## config.mk

```make
export PLATFORM = sky130hd
export DESIGN_NAME = sleep_mode_peripheral_clock_gate
export DESIGN_NICKNAME = d
export VERILOG_FILES = /design/src/shared/gate_ctrl_pkg.sv /design/src/shared/gate_reg_if.sv /design/src/design/gate_register.sv /design/src/design/sleep_mode_peripheral_clock_gate.sv
export SDC_FILE = /design/constraint.sdc
export NUM_CORES = 1
export LEC_CHECK = 0
export ABC_AREA = 1
export ABC_CLOCK_PERIOD_IN_PS = 1900
export BUFFER_PORTS_ARGS = -buffer_cell sky130_fd_sc_hd__buf_2
export CAP_MARGIN = 15
export CELL_PAD_IN_SITES_DETAIL_PLACEMENT = 1
export CELL_PAD_IN_SITES_GLOBAL_PLACEMENT = 2
export CORE_UTILIZATION = 30
export DETAILED_ROUTE_END_ITERATION = 16
export PLACE_DENSITY = 0.92
export SETUP_SLACK_MARGIN = 0.15
export SLEW_MARGIN = 20
export SYNTH_ARGS = -nofsm -noshare
export SYNTH_HDL_FRONTEND = slang
export SYNTH_SLANG_ARGS = --single-unit
export TNS_END_PERCENT = 100
```

## constraint.sdc

```tcl
create_clock -name clk_in -period 1.9 [get_ports clk_in]
set_input_delay 0.095 -clock clk_in [delete_from_list [all_inputs] [get_ports clk_in]]
set_output_delay 0.095 -clock clk_in [all_outputs]
set_load 0.005 [all_outputs]
```

## src/shared/gate_ctrl_pkg.sv

```systemverilog
package gate_ctrl_pkg;

	////////////////////////////////////////////////////////////////////////
	// Addressing
	localparam logic [31:0] SYS_CTRL_BASE        = 32'h400F_E000;
	localparam int          ADDR_W               = 12;
	localparam logic [11:0] RUN_GATE_OFFSET      = 12'h104;
	localparam logic [11:0] SLEEP_GATE_OFFSET    = 12'h114;
	localparam logic [11:0] DEEP_GATE_OFFSET     = 12'h124;
	localparam logic [11:0] RUN_CLOCK_CFG_OFFSET = 12'h1F0;
	localparam logic [11:0] GATE_STATUS_OFFSET   = 12'h1F4;

	////////////////////////////////////////////////////////////////////////
	// Gate bit positions
	localparam int COMPARATOR_TWO_GATE   = 26;
	localparam int COMPARATOR_ONE_GATE   = 25;
	localparam int COMPARATOR_ZERO_GATE  = 24;
	localparam int GP_COUNTER_THREE_GATE = 19;
	localparam int GP_COUNTER_TWO_GATE   = 18;
	localparam int GP_COUNTER_ONE_GATE   = 17;
	localparam int GP_COUNTER_ZERO_GATE  = 16;
	localparam int TWO_WIRE_CTRL_GATE    = 12;
	localparam int SYNC_SERIAL_ONE_GATE  = 5;
	localparam int SYNC_SERIAL_ZERO_GATE = 4;
	localparam int ASYNC_SERIAL_TWO_GATE = 2;
	localparam int ASYNC_SERIAL_ONE_GATE = 1;
	localparam int ASYNC_SERIAL_ZERO_GATE = 0;

	// Implemented gate bits; all others read zero
	localparam logic [31:0] GATE_IMPL_MASK =
		(32'h0000_0001 << COMPARATOR_TWO_GATE)   | (32'h0000_0001 << COMPARATOR_ONE_GATE)  |
		(32'h0000_0001 << COMPARATOR_ZERO_GATE)  | (32'h0000_0001 << GP_COUNTER_THREE_GATE) |
		(32'h0000_0001 << GP_COUNTER_TWO_GATE)   | (32'h0000_0001 << GP_COUNTER_ONE_GATE)  |
		(32'h0000_0001 << GP_COUNTER_ZERO_GATE)  | (32'h0000_0001 << TWO_WIRE_CTRL_GATE)   |
		(32'h0000_0001 << SYNC_SERIAL_ONE_GATE)  | (32'h0000_0001 << SYNC_SERIAL_ZERO_GATE) |
		(32'h0000_0001 << ASYNC_SERIAL_TWO_GATE) | (32'h0000_0001 << ASYNC_SERIAL_ONE_GATE) |
		(32'h0000_0001 << ASYNC_SERIAL_ZERO_GATE);

	////////////////////////////////////////////////////////////////////////
	// Reset values and configuration fields
	localparam logic [31:0] GATE_RESET             = 32'h0000_0000;
	localparam logic        AUTO_GATING_RESET      = 1'h0;
	localparam int          AUTO_CLOCK_GATING_BIT  = 0;
	localparam int          POWER_STATE_LSB        = 4;

	////////////////////////////////////////////////////////////////////////
	// Bus responses and power states
	localparam logic [1:0] RESP_OKAY   = 2'h0;
	localparam logic [1:0] RESP_SLVERR = 2'h2;

	typedef enum logic [2:0] {
		PWR_RUN   = 3'h1,
		PWR_SLEEP = 3'h2,
		PWR_DEEP  = 3'h4
	} power_state_t;

endpackage

```

## src/shared/gate_reg_if.sv

```systemverilog
`timescale 1ns/10ps
interface gate_reg_if;
	logic        wr_en;
	logic [31:0] wr_data;
	logic [3:0]  wr_strb;
	logic [31:0] value;

	modport owner (input wr_en, input wr_data, input wr_strb, output value);
	modport user  (output wr_en, output wr_data, output wr_strb, input value);
endinterface

```

## src/design/gate_register.sv

```systemverilog
`timescale 1ns/10ps
module gate_register #(
	parameter logic [31:0] RESET_VALUE = gate_ctrl_pkg::GATE_RESET,
	parameter logic [31:0] IMPL_MASK   = gate_ctrl_pkg::GATE_IMPL_MASK
) (
	// Clock and reset
	input  wire logic clk_in,
	input  wire logic reset_n_in,
	// Register access
	gate_reg_if.owner port_if
);

	logic [31:0] value_ff;
	logic [31:0] byte_mask;
	logic [31:0] nxt_value;

	assign byte_mask = {{8{port_if.wr_strb[3]}}, {8{port_if.wr_strb[2]}},
		{8{port_if.wr_strb[1]}}, {8{port_if.wr_strb[0]}}};
	// Reserved bits never store
	assign nxt_value = port_if.wr_en ?
		(((value_ff & ~byte_mask) | (port_if.wr_data & byte_mask)) & IMPL_MASK) :
		value_ff;

	always_ff @(posedge clk_in or negedge reset_n_in) begin
		if (!reset_n_in) begin
			value_ff <= RESET_VALUE;
		end else begin
			value_ff <= nxt_value;
		end
	end

	assign port_if.value = value_ff;
endmodule

```

## src/design/sleep_mode_peripheral_clock_gate.sv

```systemverilog
`timescale 1ns/10ps
// What this block does
// - Each implemented gate bit enables one unit clock; clear means unclocked.
// - Access to a unit whose clock is gated off answers with bus fault.
// - Reset clears every gate bit; register reads all zeros.
// - Sleep gate register decodes at offset 0x114 of system control base.
// - Separate run, sleep and deep-sleep gate registers for the same units.
// - Sleep gating applies only when auto clock gating bit is set.
// - Bits 26..24 gate comparators 2..0.
// - Bits 19..16 gate general-purpose counters 3..0.
// - Bit 12 gates the two-wire serial controller.
// - Bits 5 and 4 gate synchronous serial ports 1 and 0.
// - Bits 2..0 gate asynchronous serial ports 2..0.
// - Reserved bits are read-only zero; software preserves them.
module sleep_mode_peripheral_clock_gate (
	// Clock and reset
	input  wire logic        clk_in,
	input  wire logic        reset_n_in,
	// AXI4-Lite write address
	input  wire logic [11:0] s_axi_awaddr_in,
	input  wire logic        s_axi_awvalid_in,
	output logic             s_axi_awready_out,
	// AXI4-Lite write data
	input  wire logic [31:0] s_axi_wdata_in,
	input  wire logic [3:0]  s_axi_wstrb_in,
	input  wire logic        s_axi_wvalid_in,
	output logic             s_axi_wready_out,
	// AXI4-Lite write response
	output logic [1:0]       s_axi_bresp_out,
	output logic             s_axi_bvalid_out,
	input  wire logic        s_axi_bready_in,
	// AXI4-Lite read address
	input  wire logic [11:0] s_axi_araddr_in,
	input  wire logic        s_axi_arvalid_in,
	output logic             s_axi_arready_out,
	// AXI4-Lite read data
	output logic [31:0]      s_axi_rdata_out,
	output logic [1:0]       s_axi_rresp_out,
	output logic             s_axi_rvalid_out,
	input  wire logic        s_axi_rready_in,
	// Power state from the core
	input  wire logic        sleep_in,
	input  wire logic        deep_sleep_in,
	// Peripheral access check
	input  wire logic        unit_access_valid_in,
	input  wire logic [4:0]  unit_access_sel_in,
	output logic             bus_fault_out,
	// Unit clock enables
	output logic [31:0]      unit_clock_enable_out
);

	////////////////////////////////////////////////////////////////////////
	// Declarations
	logic        aw_held_ff;
	logic        w_held_ff;
	logic        awready_ff;
	logic        wready_ff;
	logic [11:0] aw_addr_ff;
	logic [31:0] w_data_ff;
	logic [3:0]  w_strb_ff;
	logic        bvalid_ff;
	logic [1:0]  bresp_ff;
	logic        arready_ff;
	logic        rvalid_ff;
	logic [31:0] rdata_ff;
	logic [1:0]  rresp_ff;
	logic        acg_ff;
	logic        bus_fault_ff;
	logic [31:0] enable_ff;

	gate_ctrl_pkg::power_state_t state_ff;
	gate_ctrl_pkg::power_state_t nxt_state;

	logic        aw_hs;
	logic        w_hs;
	logic        ar_hs;
	logic        do_write;
	logic        nxt_aw_held;
	logic        nxt_w_held;
	logic        nxt_bvalid;
	logic        nxt_rvalid;
	logic        wr_run;
	logic        wr_sleep;
	logic        wr_deep;
	logic        wr_cfg;
	logic        wr_mapped;
	logic        rd_mapped;
	logic [31:0] rd_data;
	logic [31:0] cfg_view;
	logic [31:0] nxt_enable;
	logic        nxt_fault;

	gate_reg_if run_if ();
	gate_reg_if sleep_if ();
	gate_reg_if deep_if ();

	////////////////////////////////////////////////////////////////////////
	// Write channels, taken in either order
	assign aw_hs       = s_axi_awvalid_in & awready_ff;
	assign w_hs        = s_axi_wvalid_in & wready_ff;
	assign do_write    = aw_held_ff & w_held_ff & ~bvalid_ff;
	assign nxt_aw_held = do_write ? 1'b0 : (aw_held_ff | aw_hs);
	assign nxt_w_held  = do_write ? 1'b0 : (w_held_ff | w_hs);
	assign nxt_bvalid  = do_write ? 1'b1 : (bvalid_ff & ~s_axi_bready_in);

	always_ff @(posedge clk_in or negedge reset_n_in) begin
		if (!reset_n_in) begin
			aw_held_ff <= 1'b0;
			w_held_ff  <= 1'b0;
			awready_ff <= 1'b0;
			wready_ff  <= 1'b0;
			bvalid_ff  <= 1'b0;
		end else begin
			aw_held_ff <= nxt_aw_held;
			w_held_ff  <= nxt_w_held;
			awready_ff <= ~nxt_aw_held;
			wready_ff  <= ~nxt_w_held;
			bvalid_ff  <= nxt_bvalid;
		end
	end

	always_ff @(posedge clk_in or negedge reset_n_in) begin
		if (!reset_n_in) begin
			aw_addr_ff <= 12'h000;
			w_data_ff  <= 32'h0000_0000;
			w_strb_ff  <= 4'h0;
			bresp_ff   <= gate_ctrl_pkg::RESP_OKAY;
		end else begin
			if (aw_hs) begin
				aw_addr_ff <= s_axi_awaddr_in;
			end
			if (w_hs) begin
				w_data_ff <= s_axi_wdata_in;
				w_strb_ff <= s_axi_wstrb_in;
			end
			if (do_write) begin
				bresp_ff <= wr_mapped ? gate_ctrl_pkg::RESP_OKAY : gate_ctrl_pkg::RESP_SLVERR;
			end
		end
	end

	////////////////////////////////////////////////////////////////////////
	// Write decode
	assign wr_run    = do_write & (aw_addr_ff == gate_ctrl_pkg::RUN_GATE_OFFSET);
	assign wr_sleep  = do_write & (aw_addr_ff == gate_ctrl_pkg::SLEEP_GATE_OFFSET);
	assign wr_deep   = do_write & (aw_addr_ff == gate_ctrl_pkg::DEEP_GATE_OFFSET);
	assign wr_cfg    = do_write & (aw_addr_ff == gate_ctrl_pkg::RUN_CLOCK_CFG_OFFSET);
	// Status register is read-only but answers OKAY
	assign wr_mapped = wr_run | wr_sleep | wr_deep | wr_cfg |
		(aw_addr_ff == gate_ctrl_pkg::GATE_STATUS_OFFSET);

	assign run_if.wr_en     = wr_run;
	assign run_if.wr_data   = w_data_ff;
	assign run_if.wr_strb   = w_strb_ff;
	assign sleep_if.wr_en   = wr_sleep;
	assign sleep_if.wr_data = w_data_ff;
	assign sleep_if.wr_strb = w_strb_ff;
	assign deep_if.wr_en    = wr_deep;
	assign deep_if.wr_data  = w_data_ff;
	assign deep_if.wr_strb  = w_strb_ff;

	// Three gate registers for the same units
	gate_register #(
		.RESET_VALUE (gate_ctrl_pkg::GATE_RESET),
		.IMPL_MASK   (gate_ctrl_pkg::GATE_IMPL_MASK)
	) u_run_gate (
		.clk_in     (clk_in),
		.reset_n_in (reset_n_in),
		.port_if    (run_if.owner)
	);

	gate_register #(
		.RESET_VALUE (gate_ctrl_pkg::GATE_RESET),
		.IMPL_MASK   (gate_ctrl_pkg::GATE_IMPL_MASK)
	) u_sleep_gate (
		.clk_in     (clk_in),
		.reset_n_in (reset_n_in),
		.port_if    (sleep_if.owner)
	);

	gate_register #(
		.RESET_VALUE (gate_ctrl_pkg::GATE_RESET),
		.IMPL_MASK   (gate_ctrl_pkg::GATE_IMPL_MASK)
	) u_deep_gate (
		.clk_in     (clk_in),
		.reset_n_in (reset_n_in),
		.port_if    (deep_if.owner)
	);

	always_ff @(posedge clk_in or negedge reset_n_in) begin
		if (!reset_n_in) begin
			acg_ff <= gate_ctrl_pkg::AUTO_GATING_RESET;
		end else if (wr_cfg && w_strb_ff[0]) begin
			acg_ff <= w_data_ff[gate_ctrl_pkg::AUTO_CLOCK_GATING_BIT];
		end
	end

	////////////////////////////////////////////////////////////////////////
	// Read channel
	assign ar_hs      = s_axi_arvalid_in & arready_ff;
	assign nxt_rvalid = ar_hs ? 1'b1 : (rvalid_ff & ~s_axi_rready_in);
	assign cfg_view   = (32'({acg_ff}) << gate_ctrl_pkg::AUTO_CLOCK_GATING_BIT) |
		(32'(state_ff) << gate_ctrl_pkg::POWER_STATE_LSB);
	assign rd_mapped  = (s_axi_araddr_in == gate_ctrl_pkg::RUN_GATE_OFFSET) |
		(s_axi_araddr_in == gate_ctrl_pkg::SLEEP_GATE_OFFSET) |
		(s_axi_araddr_in == gate_ctrl_pkg::DEEP_GATE_OFFSET) |
		(s_axi_araddr_in == gate_ctrl_pkg::RUN_CLOCK_CFG_OFFSET) |
		(s_axi_araddr_in == gate_ctrl_pkg::GATE_STATUS_OFFSET);
	assign rd_data =
		(s_axi_araddr_in == gate_ctrl_pkg::RUN_GATE_OFFSET)      ? run_if.value :
		(s_axi_araddr_in == gate_ctrl_pkg::SLEEP_GATE_OFFSET)    ? sleep_if.value :
		(s_axi_araddr_in == gate_ctrl_pkg::DEEP_GATE_OFFSET)     ? deep_if.value :
		(s_axi_araddr_in == gate_ctrl_pkg::RUN_CLOCK_CFG_OFFSET) ? cfg_view :
		(s_axi_araddr_in == gate_ctrl_pkg::GATE_STATUS_OFFSET)   ? enable_ff :
		32'h0000_0000;

	always_ff @(posedge clk_in or negedge reset_n_in) begin
		if (!reset_n_in) begin
			arready_ff <= 1'b0;
			rvalid_ff  <= 1'b0;
			rdata_ff   <= 32'h0000_0000;
			rresp_ff   <= gate_ctrl_pkg::RESP_OKAY;
		end else begin
			arready_ff <= ~nxt_rvalid;
			rvalid_ff  <= nxt_rvalid;
			if (ar_hs) begin
				rdata_ff <= rd_data;
				rresp_ff <= rd_mapped ? gate_ctrl_pkg::RESP_OKAY : gate_ctrl_pkg::RESP_SLVERR;
			end
		end
	end

	////////////////////////////////////////////////////////////////////////
	// Power state and gate selection
	assign nxt_state = deep_sleep_in ? gate_ctrl_pkg::PWR_DEEP :
		sleep_in ? gate_ctrl_pkg::PWR_SLEEP : gate_ctrl_pkg::PWR_RUN;

	always_ff @(posedge clk_in or negedge reset_n_in) begin
		if (!reset_n_in) begin
			state_ff <= gate_ctrl_pkg::PWR_RUN;
		end else begin
			state_ff <= nxt_state;
		end
	end

	// Without auto gating the run settings stay in force
	always_comb begin
		unique case (state_ff)
			gate_ctrl_pkg::PWR_RUN: begin
				nxt_enable = run_if.value;
			end
			gate_ctrl_pkg::PWR_SLEEP: begin
				nxt_enable = acg_ff ? sleep_if.value : run_if.value;
			end
			gate_ctrl_pkg::PWR_DEEP: begin
				nxt_enable = acg_ff ? deep_if.value : run_if.value;
			end
			default: begin
				nxt_enable = run_if.value;
			end
		endcase
	end

	// Fault judged against the enable the unit really sees
	assign nxt_fault = unit_access_valid_in & ~enable_ff[unit_access_sel_in];

	always_ff @(posedge clk_in or negedge reset_n_in) begin
		if (!reset_n_in) begin
			enable_ff    <= gate_ctrl_pkg::GATE_RESET;
			bus_fault_ff <= 1'b0;
		end else begin
			enable_ff    <= nxt_enable;
			bus_fault_ff <= nxt_fault;
		end
	end

	////////////////////////////////////////////////////////////////////////
	// Outputs
	assign s_axi_awready_out     = awready_ff;
	assign s_axi_wready_out      = wready_ff;
	assign s_axi_bvalid_out      = bvalid_ff;
	assign s_axi_bresp_out       = bresp_ff;
	assign s_axi_arready_out     = arready_ff;
	assign s_axi_rvalid_out      = rvalid_ff;
	assign s_axi_rdata_out       = rdata_ff;
	assign s_axi_rresp_out       = rresp_ff;
	assign bus_fault_out         = bus_fault_ff;
	assign unit_clock_enable_out = enable_ff;
endmodule

```

== Word level (Yosys, flattened, before mapping) ==
Cells that the tools add are included.
Storage, ports and cells
  register bits after elaboration: 162
  bits of input ports: 75
  word-level logic and storage cells: 90
Operators by class
  magnitude comparators: 1
  equal/unequal tests: 12
  muxes and demuxes: 18
  bitwise logic cells: 38
  reductions and logical operators: 1
Operator list (number)
  $mux 32: 5
  $eq 12x9->1 const B: 10
  $and 27x27->27: 4
  $or 27x27->27: 3
  $pmux 32 s2: 1
  $mux 27: 2
  $not 27->27: 1
  $and 1x1->1: 12
  $or 1x1->1: 10
  $not 1->1: 7
  $or 1x7->7: 1
  $lt 5x6->1 const B: 1
  $mux 2: 3
  $bmux 1 s5: 1
  $mux 1: 5
  $eq 3x2->1 const B: 1
  $eq 3x3->1 const B: 1
  $mux 3: 1
  $logic_and 1x1->1: 1

== Depth between registers and ports, before layout ==
Gate-level depths: netlist (run 1).
  depth after elaboration: 8
  mapped depth: 11
  gate-level depth less buffers: 11

== Hierarchy ==
A second synthesis (run 1) with hierarchy kept.
Unflattened totals
  cell total of the unflattened synthesis: 1225
  area, all modules: 9112.5 sq um
By module, submodules not included
  sleep_mode_peripheral_clock_gate: instances 1, cells an instance 991, area an instance 7085.5 sq um
  gate_register: instances 3, cells an instance 78, area an instance 675.6 sq um

== Worst setup path after synthesis (run 1) ==
No wires, ideal clock.
  path kind: register to register
  start point: register aw_addr_ff[6]
  end point: register with a tool-made name
  setup time: 127 ps
  data arrival time: 1237 ps
  setup slack: 536 ps
  stages on the path, launching flop included: 7
  clock period less this slack: 1364 ps
  cells stage by stage: dfrtp_1 > nor2_4 > nand3_1 > nor3_2 > nand2_2 > nor2_4 > o21ai_0
RTL lines
  from (decl): RTL line sleep_mode_peripheral_clock_gate.sv:58  | logic [11:0] aw_addr_ff;
  from (signal assigned): RTL line sleep_mode_peripheral_clock_gate.sv:130  | aw_addr_ff <= s_axi_awaddr_in;

==> results of run 1 <==
cell type report:
type | instances | area share
sequential | 109 | 0.397
timing repair buffer | 138 | 0.135
inverter | 87 | 0.0475
multi-input combinational | 492 | 0.332
tap | 229 | 0.0416
clock inverter | 7 | 0.0153
clock buffer | 9 | 0.0327
cell families (layout without fill, tap and decap cells):
logic type | Yosys count | in the layout | synth area share
AO/OA/AOI/OAI | 107 | 107 | 0.105
buffers and inverters | 138 | 241 | 0.120
flip-flops | 109 | 109 | 0.494
other | 1 | 39 | 0.000678
AND/OR/NAND/NOR | 345 | 346 | 0.281
per-layer routing:
metal	routed length, µm	GRT usage
met1	7610	0.233
met2	7350	0.291
met3	607	0.0361
met4	136	0.0399
met5	0	0
worst paths after layout:
check | to | slack (ps)
max | flip-flop | 270
min | bus_fault_out$_DFF_PN0_ | 60
max reg2reg | flip-flop | 270
min reg2reg | s_axi_arready_out$_DFF_PN0_ | 470
max in group asynchronous | unit_clock_enable_out[19]$_DFF_PN0_ | 970
min in group asynchronous | asynchronous set/reset pin | 230
power by group:
group	leakage (µW)	internal [µW]	switching (µW)
sequential	0.00144	2740	340
combinational	0.00185	461	849
clock	0.000164	1180	949
metrics by stage:
stage / hold slack [ps] / area [µm²] / total power, µW / setup slack (ps) / util
after floorplan: -201 / 5670 / 3860 / 536 / -
after global placement: 82.6 / 6180 / 4310 / 333 / 0.343
after detailed placement: 82.8 / 6180 / 4370 / 256 / 0.343
after CTS: 46.6 / 6860 / 6580 / 245 / 0.381
after global routing: 112 / 6880 / 6940 / 150 / 0.382
final: 62.4 / 6880 / 6530 / 274 / 0.382
timing repair:
item	in CTS	in global routing
setup endpoints to repair	0	28
hold buffers	35	0
gates resized for setup	0	0
endpoints found under the hold margin	60	0
buffers inserted	0	2
critical path, delay by kind of cell (launching register included):
family | cells | cell delay (ps)
AO/OA/AOI/OAI | 1 | 80
flip-flops | 1 | 380
AND/OR/NAND/NOR | 6 | 1090
placed cells by master, fill, tap and decap left out, types with 4 or more instances in the layout:
master         instances
nand3_1               39
buf_4                 12
nand2_2                6
conb_1                39
nand4_1               15
a221oi_1               4
inv_1                 83
nor2_4                13
o21ai_1                7
nor2_1                43
nand2_1              218
clkbuf_16              9
o21ai_0               76
dfrtp_1              108
dlygate4sd3_1         35
nor3_2                 5
a21oi_1                9
buf_2                 89
o211ai_1               9
==> run summary, run 1 <==
Die Y: 138 µm
first-pass GRT wire length: 25300 µm
Max VDD drop: 0.000566 V
first-iteration detailed-routing DRC count: 170
Max Clock Skew: 10.9 ps
Max clock buf depth: 2
count of final setup violators: 0
CTS Root Cell: clkbuf_16
H-tree Lvls: 3
max-cap violations: 0
asr flop ratio synth: 1.00
slowest stage delay, CP: 380 ps
CP cell instances: nor2_1 > nand3_2 > nor3_2 > nand2_2 > nor2_2 > nand2_1 > o21ai_1
HP Start: unit_access_sel_in[4]
fillers: 2230
Power Density: 948 nW/µm²
Post-route DRC: 0
final setup TNS: 0 ps
final hold violation count: 0
HPWL Detailed: 11800 µm
crit path launch type: flip-flop
CTS tree: built
Syn-to-layout area delta: 24.5%
DRT Pass-1 Iters: 4
Reg clk slew, reported paths: 80 ps
R2R cell count: 7
largest net degree at the start of global routing: 38
CP Class: flip-flop to flip-flop
period utilization: 0.856
Synth area leaders: dfrtp_1 49%, nand2_1 15%, o21ai_0 6.9%, inv_1 5.6%, buf_4 5.3%
leak pwr: 0.00345 µW
min cycle time layout: 1630 ps
RR Startpoint: aw_addr_ff[11]$_DFFE_PN0P_
placeable core area: 18000 µm²
Unique masters post-synth: 29
cell row count: 49
Post-synth top cells: 218 x nand2_1, 108 x dfrtp_1, 83 x inv_1
WP data required: 2190 ps
Max-Slew Margin vs Limit: 0.577
wire length per cell: 14.7 µm
outcome: finished, final reports clean
clock latency on the worst-skew pair: 360 ps
fin nets: 912
crit path DAT: 1920 ps
number of global-route vias before repair: 4888
CP max FO: 6
via/cell ratio: 4.52
CTS sink count: 109
Critical Path Start: aw_addr_ff[11]$_DFFE_PN0P_
leading area contributor after synthesis: dfrtp_1
Die ar.: 19000 µm²
Die W: 138 µm
slowest CP cell: dfrtp_1
area of the multi-input gates: 2280 µm²
Synth top area share: 0.489
Final Wtd Congestion: 0.816
Overflow after GRT: 0
Via Count: 4836
Initial Utilization: 0.307
GRT Util Overall: 0.175
Register Area: 2730 µm²
top-count cell post-synth: nand2_1
layout cells sized above 1: 0.178
post-route insts no fill: 1071
HP Class: primary input to flip-flop
Yosys reg bits: 109
Routed Antenna Nets: 0
actual slew at the worst max-slew pin: 634 ps
RSZ-0062 raised after global routing: true
Mapped Area: 5530 µm²
max frequency: 615 MHz
CTS Buf Count: 9
I/O pin total: 149
sequential-to-total area share from yosys stat: 0.494
ANT cells: 0
top_reg_cell synth: dfrtp_1
EDFF count, synth: 0
IO buf count: 90
WHS Path Cells: 4
initial antenna violation count: 0
Routed WL: 15700 µm
dpl cells: 1017
Synth Warn #: 0
final slew viol count: 0
Post-Syn Instances: 700
Avg Cell Area, Syn: 7.90 µm²
CP Capture Type: flip-flop
No activity file was read; power rests on OpenSTA's default activity.
==> run 2: changes to the inputs <==
CORE_UTILIZATION = 31   (was 30)
CTS_BUF_LIST = sky130_fd_sc_hd__clkbuf_8   (was not set)
PLACE_DENSITY = 0.95   (was 0.92)
==> run 2 against run 1 <==
  * Sequential share of layout area grew 0.79 points
  * Register-to-register slack about the same
  * Non-clock buffer count is 4 lower
  * Sequential power hardly changed
  * Highest routed layer unchanged
  * Global-route usage rose by 0.071 points
  * Flip-flop and latch count unchanged
  * Largest cell class unchanged
==> run summary, run 2 (synthesis results as in run 1) <==
placeable core area: 17400 µm² (was 18000 µm²)
area of the multi-input gates: 2320 µm² (was 2280 µm²)
CTS tree: built (unchanged)
actual slew at the worst max-slew pin: 690 ps (was 634 ps)
CP Class: flip-flop to flip-flop (unchanged)
count of final setup violators: 0 (unchanged)
Routed Antenna Nets: 0 (unchanged)
HPWL Detailed: 11400 µm (was 11800 µm)
DRT Pass-1 Iters: 4 (unchanged)
dpl cells: 1009 (was 1017)
combinational cell fraction of total power: 0.225 (was 0.201)
H-tree Lvls: 3 (unchanged)
initial antenna violation count: 0 (unchanged)
Die W: 136 µm (was 138 µm)
Die ar.: 18400 µm² (was 19000 µm²)
period utilization: 0.863 (was 0.856)
sequential share of power: 0.520 (was 0.473)
Overflow after GRT: 0 (unchanged)
wire length per cell: 14.6 µm (was 14.7 µm)
GRT Util Overall: 0.176 (was 0.175)
Max clock buf depth: 2 (unchanged)
Power Density: 878 nW/µm² (was 948 nW/µm²)
IO buf count: 90 (unchanged)
Sw Share: 0.351 (was 0.328)
Initial Utilization: 0.318 (was 0.307)
final setup TNS: 0 ps (unchanged)
Syn-to-layout area delta: 22.0% (was 24.5%)
Via Count: 4871 (was 4836)
Psw: 2080 µW (was 2140 µW)
crit path DAT: 1910 ps (was 1920 ps)
CTS sink count: 109 (unchanged)
I/O pin total: 149 (unchanged)
Die Y: 136 µm (was 138 µm)
Max Clock Skew: 11.9 ps (was 10.9 ps)
Placed Area: 6130 µm² (was 6180 µm²)
Cell Int Power: 3840 µW (was 4390 µW)
final slew viol count: 0 (unchanged)
HP Class: primary input to flip-flop (unchanged)
leak pwr: 0.00341 µW (was 0.00345 µW)
Register Area: 2730 µm² (unchanged)
min cycle time layout: 1640 ps (was 1630 ps)
cell row count: 48 (was 49)
first-pass GRT wire length: 24900 µm (was 25300 µm)
Max VDD drop: 0.000476 V (was 0.000566 V)
WHS: 0.697 ps (was 62.4 ps)
final hold violation count: 0 (unchanged)
most frequent cells in the layout: 218 x nand2_1, 108 x dfrtp_1, 89 x buf_2 (unchanged)
fin nets: 909 (was 912)
ANT cells: 0 (unchanged)
WP data required: 2170 ps (was 2190 ps)
Reg clk slew, reported paths: 100 ps (was 80 ps)
first-iteration detailed-routing DRC count: 164 (was 170)
CP max FO: 5 (was 6)
number of global-route vias before repair: 4847 (was 4888)
Routed WL: 15600 µm (was 15700 µm)
CTS Buf Count: 9 (unchanged)
Max-Slew Margin vs Limit: 0.539 (was 0.577)
Post-route DRC: 0 (unchanged)
crit path launch type: flip-flop (unchanged)
max-cap violations: 0 (unchanged)
via/cell ratio: 4.58 (was 4.52)
outcome: finished, final reports clean (unchanged)
Final Wtd Congestion: 0.806 (was 0.816)
post-route insts no fill: 1064 (was 1071)
fillers: 2138 (was 2230)
total power: 5920 µW (was 6530 µW)
most common cell after layout, fill and taps aside: nand2_1 (unchanged)
clock latency on the worst-skew pair: 400 ps (was 360 ps)
layout cells sized above 1: 0.173 (was 0.178)
clock power share: 0.255 (was 0.327)
max frequency: 610 MHz (was 615 MHz)
RSZ-0062 raised after global routing: false (was true)
CTS Root Cell: clkbuf_8 (was clkbuf_16)
Post-Layout Inst Area: 6750 µm² (was 6880 µm²)
largest net degree at the start of global routing: 110 (was 38)
CP Capture Type: flip-flop (unchanged)
-- run 2: critical path, cell delays in order, from the launching register on --
cell and delay, ps:
dfrtp_1 430, nor2_4 130, nand3_1 150, nor3_4 270, nand2_4 130, nor2_2 270, o21ai_0 140
-- run 2: path summary, 6_finish.rpt --
check	start	endpoint	slack, ps	cells after the start
max	aw_addr_ff[6]$_DFFE_PN0P_	flip-flop	260	6
max in group asynchronous	reset_n_in	aw_addr_ff[1]$_DFFE_PN0P_	1100	3
min reg2reg	s_axi_rvalid_out$_DFF_PN0_	s_axi_arready_out$_DFF_PN0_	470	1
min in group asynchronous	reset_n_in	deep_if.wr_data[17]$_DFFE_PN0P_	240	3
max reg2reg	aw_addr_ff[6]$_DFFE_PN0P_	flip-flop	260	6
min	unit_access_sel_in[4]	bus_fault_out$_DFF_PN0_	0.7	4
-- run 2: routing by layer --
layer  up-vias  GRT usage  wire length (µm)
met5         -          0                 0
met4         0     0.0531               255
met3        19     0.0348               638
met2       108      0.280              7030
met1      2319      0.240              7630
li1       2425          -                 -
-- run 2: through the flow --
step	utilization	setup WS, ps
after global placement	0.353	344
after CTS	0.386	208
after floorplan	-	536
after global routing	0.389	163
after detailed placement	0.353	246
final	0.389	260
-- run 2: power by group through the flow --
stage | clock, µW | combinational (µW) | sequential [µW]
4_1_cts | 1540 | 1300 | 3080
3_5_place_dp | 0 | 1230 | 3120
2_1_floorplan | 0 | 835 | 3030
5_1_grt | 1620 | 1520 | 3150
3_3_place_gp | 0 | 1180 | 3110
6_report | 1510 | 1330 | 3080
-- run 2: layout make-up --
cell class	count	area share
sequential	109	0.405
multi-input combinational	493	0.344
clock buffer	10	0.0204
timing repair buffer	134	0.131
clock inverter	6	0.00946
inverter	87	0.0484
tap	225	0.0417
-- run 2: repair_timing --
item / in CTS / in global routing
hold buffers: 37 / 0
setup buffers: 0 / 1
endpoints found under the hold margin: 144 / 0
gates resized for setup: 0 / 6
setup endpoints to repair: 0 / 16
==> run 3: changes to the inputs <==
ABC_CLOCK_PERIOD_IN_PS = 1850   (was 1900)
clock period = 1.85 ns   (was 1.9 ns; I/O delays follow)
==> run 3 against run 2 <==
  * Worst hold slack improved by 40 ps
  * Via count rose by 0.57%
  * Clock power barely moved
  * Power rose by 2.9%
  * Non-clock buffer count rose by 5
  * Routed wire length barely moved
  * Fmax fell by 1.0%
==> run summary, run 3 (synthesis results as in run 1) <==
layout cells sized above 1: 0.188 (was 0.173)
CP max FO: 5 (unchanged)
final slew viol count: 0 (unchanged)
Initial Utilization: 0.318 (unchanged)
WHS: 40.7 ps (was 0.697 ps)
worst slack at placement: 221 ps (was 246 ps)
via/cell ratio: 4.58 (about the same)
slowest CP cell: dfrtp_1 (unchanged)
CP cell instances: inv_2 > nand4_1 > buf_4 > nor3_4 > nand2_4 > nor2_2 > nand2_1 > o21ai_1 (was nor2_4 > nand3_1 > nor3_4 > nand2_4 > nor2_2 > o21ai_0)
GRT Util Overall: 0.179 (was 0.176)
Worst Path Buf+Inv: 2 (was 0)
final worst setup slack: 193 ps (was 260 ps)
outcome: finished, final reports clean (unchanged)
Die ar.: 18400 µm² (unchanged)
CTS Root Cell: clkbuf_8 (unchanged)
Via Count: 4899 (was 4871)
crit path launch type: flip-flop (unchanged)
R2R cell count: 8 (was 6)
H-tree Lvls: 3 (unchanged)
largest net degree at the start of global routing: 69 (was 110)
slowest stage delay, CP: 400 ps (was 430 ps)
Die Y: 136 µm (unchanged)
I/O pin total: 149 (unchanged)
HP Class: primary input to flip-flop (unchanged)
Max VDD drop: 0.000562 V (was 0.000476 V)
Syn-to-layout area delta: 23.2% (was 22.0%)
DRT Pass-1 Iters: 4 (unchanged)
Max-Slew Margin vs Limit: 0.572 (was 0.539)
initial antenna violation count: 0 (unchanged)
met2 WL: 7180 µm (was 7030 µm)
placeable core area: 17400 µm² (unchanged)
cell row count: 48 (unchanged)
most common cell after layout, fill and taps aside: nand2_1 (unchanged)
period utilization: 0.896 (was 0.863)
uppermost routed layer: met4 (unchanged)
Routed WL: 15600 µm (about the same)
Die W: 136 µm (unchanged)
min cycle time layout: 1660 ps (was 1640 ps)
clock latency on the worst-skew pair: 410 ps (was 400 ps)
WL met1: 7410 µm (was 7630 µm)
final setup TNS: 0 ps (unchanged)
CP Capture Type: flip-flop (unchanged)
crit path DAT: 2000 ps (was 1910 ps)
first-iteration detailed-routing DRC count: 205 (was 164)
max-cap violations: 0 (unchanged)
Max clock buf depth: 2 (unchanged)
critical path depth in cells: 8 (was 6)
IO buf count: 90 (unchanged)
Placed Area: 6150 µm² (was 6130 µm²)
max frequency: 603 MHz (was 610 MHz)
RR Startpoint: aw_addr_ff[1]$_DFFE_PN0P_ (was aw_addr_ff[6]$_DFFE_PN0P_)
fillers: 2155 (was 2138)
leak pwr: 0.00345 µW (was 0.00341 µW)
Post-route DRC: 0 (unchanged)
WP data required: 2190 ps (was 2170 ps)
count of final setup violators: 0 (unchanged)
most frequent cells in the layout: 217 x nand2_1, 108 x dfrtp_1, 89 x buf_2 (was 218 x nand2_1, 108 x dfrtp_1, 89 x buf_2)
Power Density: 895 nW/µm² (was 878 nW/µm²)
routed length on met3: 698 µm (was 638 µm)
HPWL Detailed: 11500 µm (was 11400 µm)
CTS tree: built (unchanged)
WHS Path Cells: 4 (unchanged)
CP Class: flip-flop to flip-flop (unchanged)
Final Wtd Congestion: 0.829 (was 0.806)
Routed Antenna Nets: 0 (unchanged)
Register Area: 2730 µm² (unchanged)
Overflow after GRT: 0 (unchanged)
number of global-route vias before repair: 4960 (was 4847)
final hold violation count: 0 (unchanged)
Max Clock Skew: 17.8 ps (was 11.9 ps)
Top delay family on crit path: simple AND/OR/NAND/NOR gates (unchanged)
wire length per cell: 14.5 µm (was 14.6 µm)
Reg clk slew, reported paths: 130 ps (was 100 ps)
CTS Buf Count: 9 (unchanged)
FF-to-FF setup slack: 190 ps (was 260 ps)
RSZ-0062 raised after global routing: true (was false)
Post-Layout Inst Area: 6810 µm² (was 6750 µm²)
fin nets: 915 (was 909)
actual slew at the worst max-slew pin: 641 ps (was 690 ps)
first-pass GRT wire length: 25500 µm (was 24900 µm)
area of the multi-input gates: 2350 µm² (was 2320 µm²)
ANT cells: 0 (unchanged)
Critical Path Start: aw_addr_ff[1]$_DFFE_PN0P_ (was aw_addr_ff[6]$_DFFE_PN0P_)
CTS sink count: 109 (unchanged)
## run 3: cell types whose count changed in the layout (fill, tap and decap cells not counted), sizes merged
cell,before,now
clkinv,2,5
inv,88,89
clkbuf,10,9
nor2,59,60
buf,98,103
clkinvlp,2,0
bufinv,1,0
## run 3: through the flow
stage	total power, µW	util	std cells
floorplan	3970	-	738
global placement	4400	0.355	1012
detailed placement	4470	0.355	1012
CTS	6030	0.387	1064
global route	6520	0.392	1070
finish	6090	0.392	1070
## run 3: timing repair
item	CTS	global route
gates resized for setup	0	22
setup buffers	0	3
setup endpoints to repair	0	35
hold buffers	36	0
endpoints found under the hold margin	132	0
## run 3: area by class of cell
class | count | share of cell area
repair buffers | 139 | 0.136
clock buffers | 9 | 0.0182
inverters | 87 | 0.0480
well taps | 225 | 0.0413
clock inverters | 7 | 0.0112
multi-input cells | 494 | 0.345
flip-flops and latches | 109 | 0.401
## run 3: layer usage
layer  track usage  vias to the layer above
met4        0.0543                        0
met5             0                        -
met1         0.242                     2318
met2         0.287                      131
met3        0.0363                       17
li1              -                     2433
## run 3: tightest hold or removal path, cell delays in order
cell and delay [ps]:
buf_2 90, nand4_1 110, nand2_1 80, nor2_1 50
## run 3: how the worst min path moves through the flow
| stage | from | end | slack [ps] |
|---|---|---|---|
| 3_5_place_dp | reset_n_in | deep_if.wr_data[0]$_DFFE_PN0P_ | 20 |
| 3_3_place_gp | reset_n_in | deep_if.wr_data[0]$_DFFE_PN0P_ | 20 |
| 6_report | unit_access_sel_in[4] | bus_fault_out$_DFF_PN0_ | 40 |
| 5_1_grt | unit_access_sel_in[4] | bus_fault_out$_DFF_PN0_ | 30 |
| 4_1_cts | unit_access_sel_in[4] | bus_fault_out$_DFF_PN0_ | 20 |
| 2_1_floorplan | reset_n_in | asynchronous set/reset pin | -200 |
## run 3: power by group
| part | switching (µW) | total [µW] | internal [µW] |
|---|---|---|---|
| logic | 928 | 1420 | 497 |
| registers | 358 | 3170 | 2810 |
| clock network | 959 | 1490 | 535 |
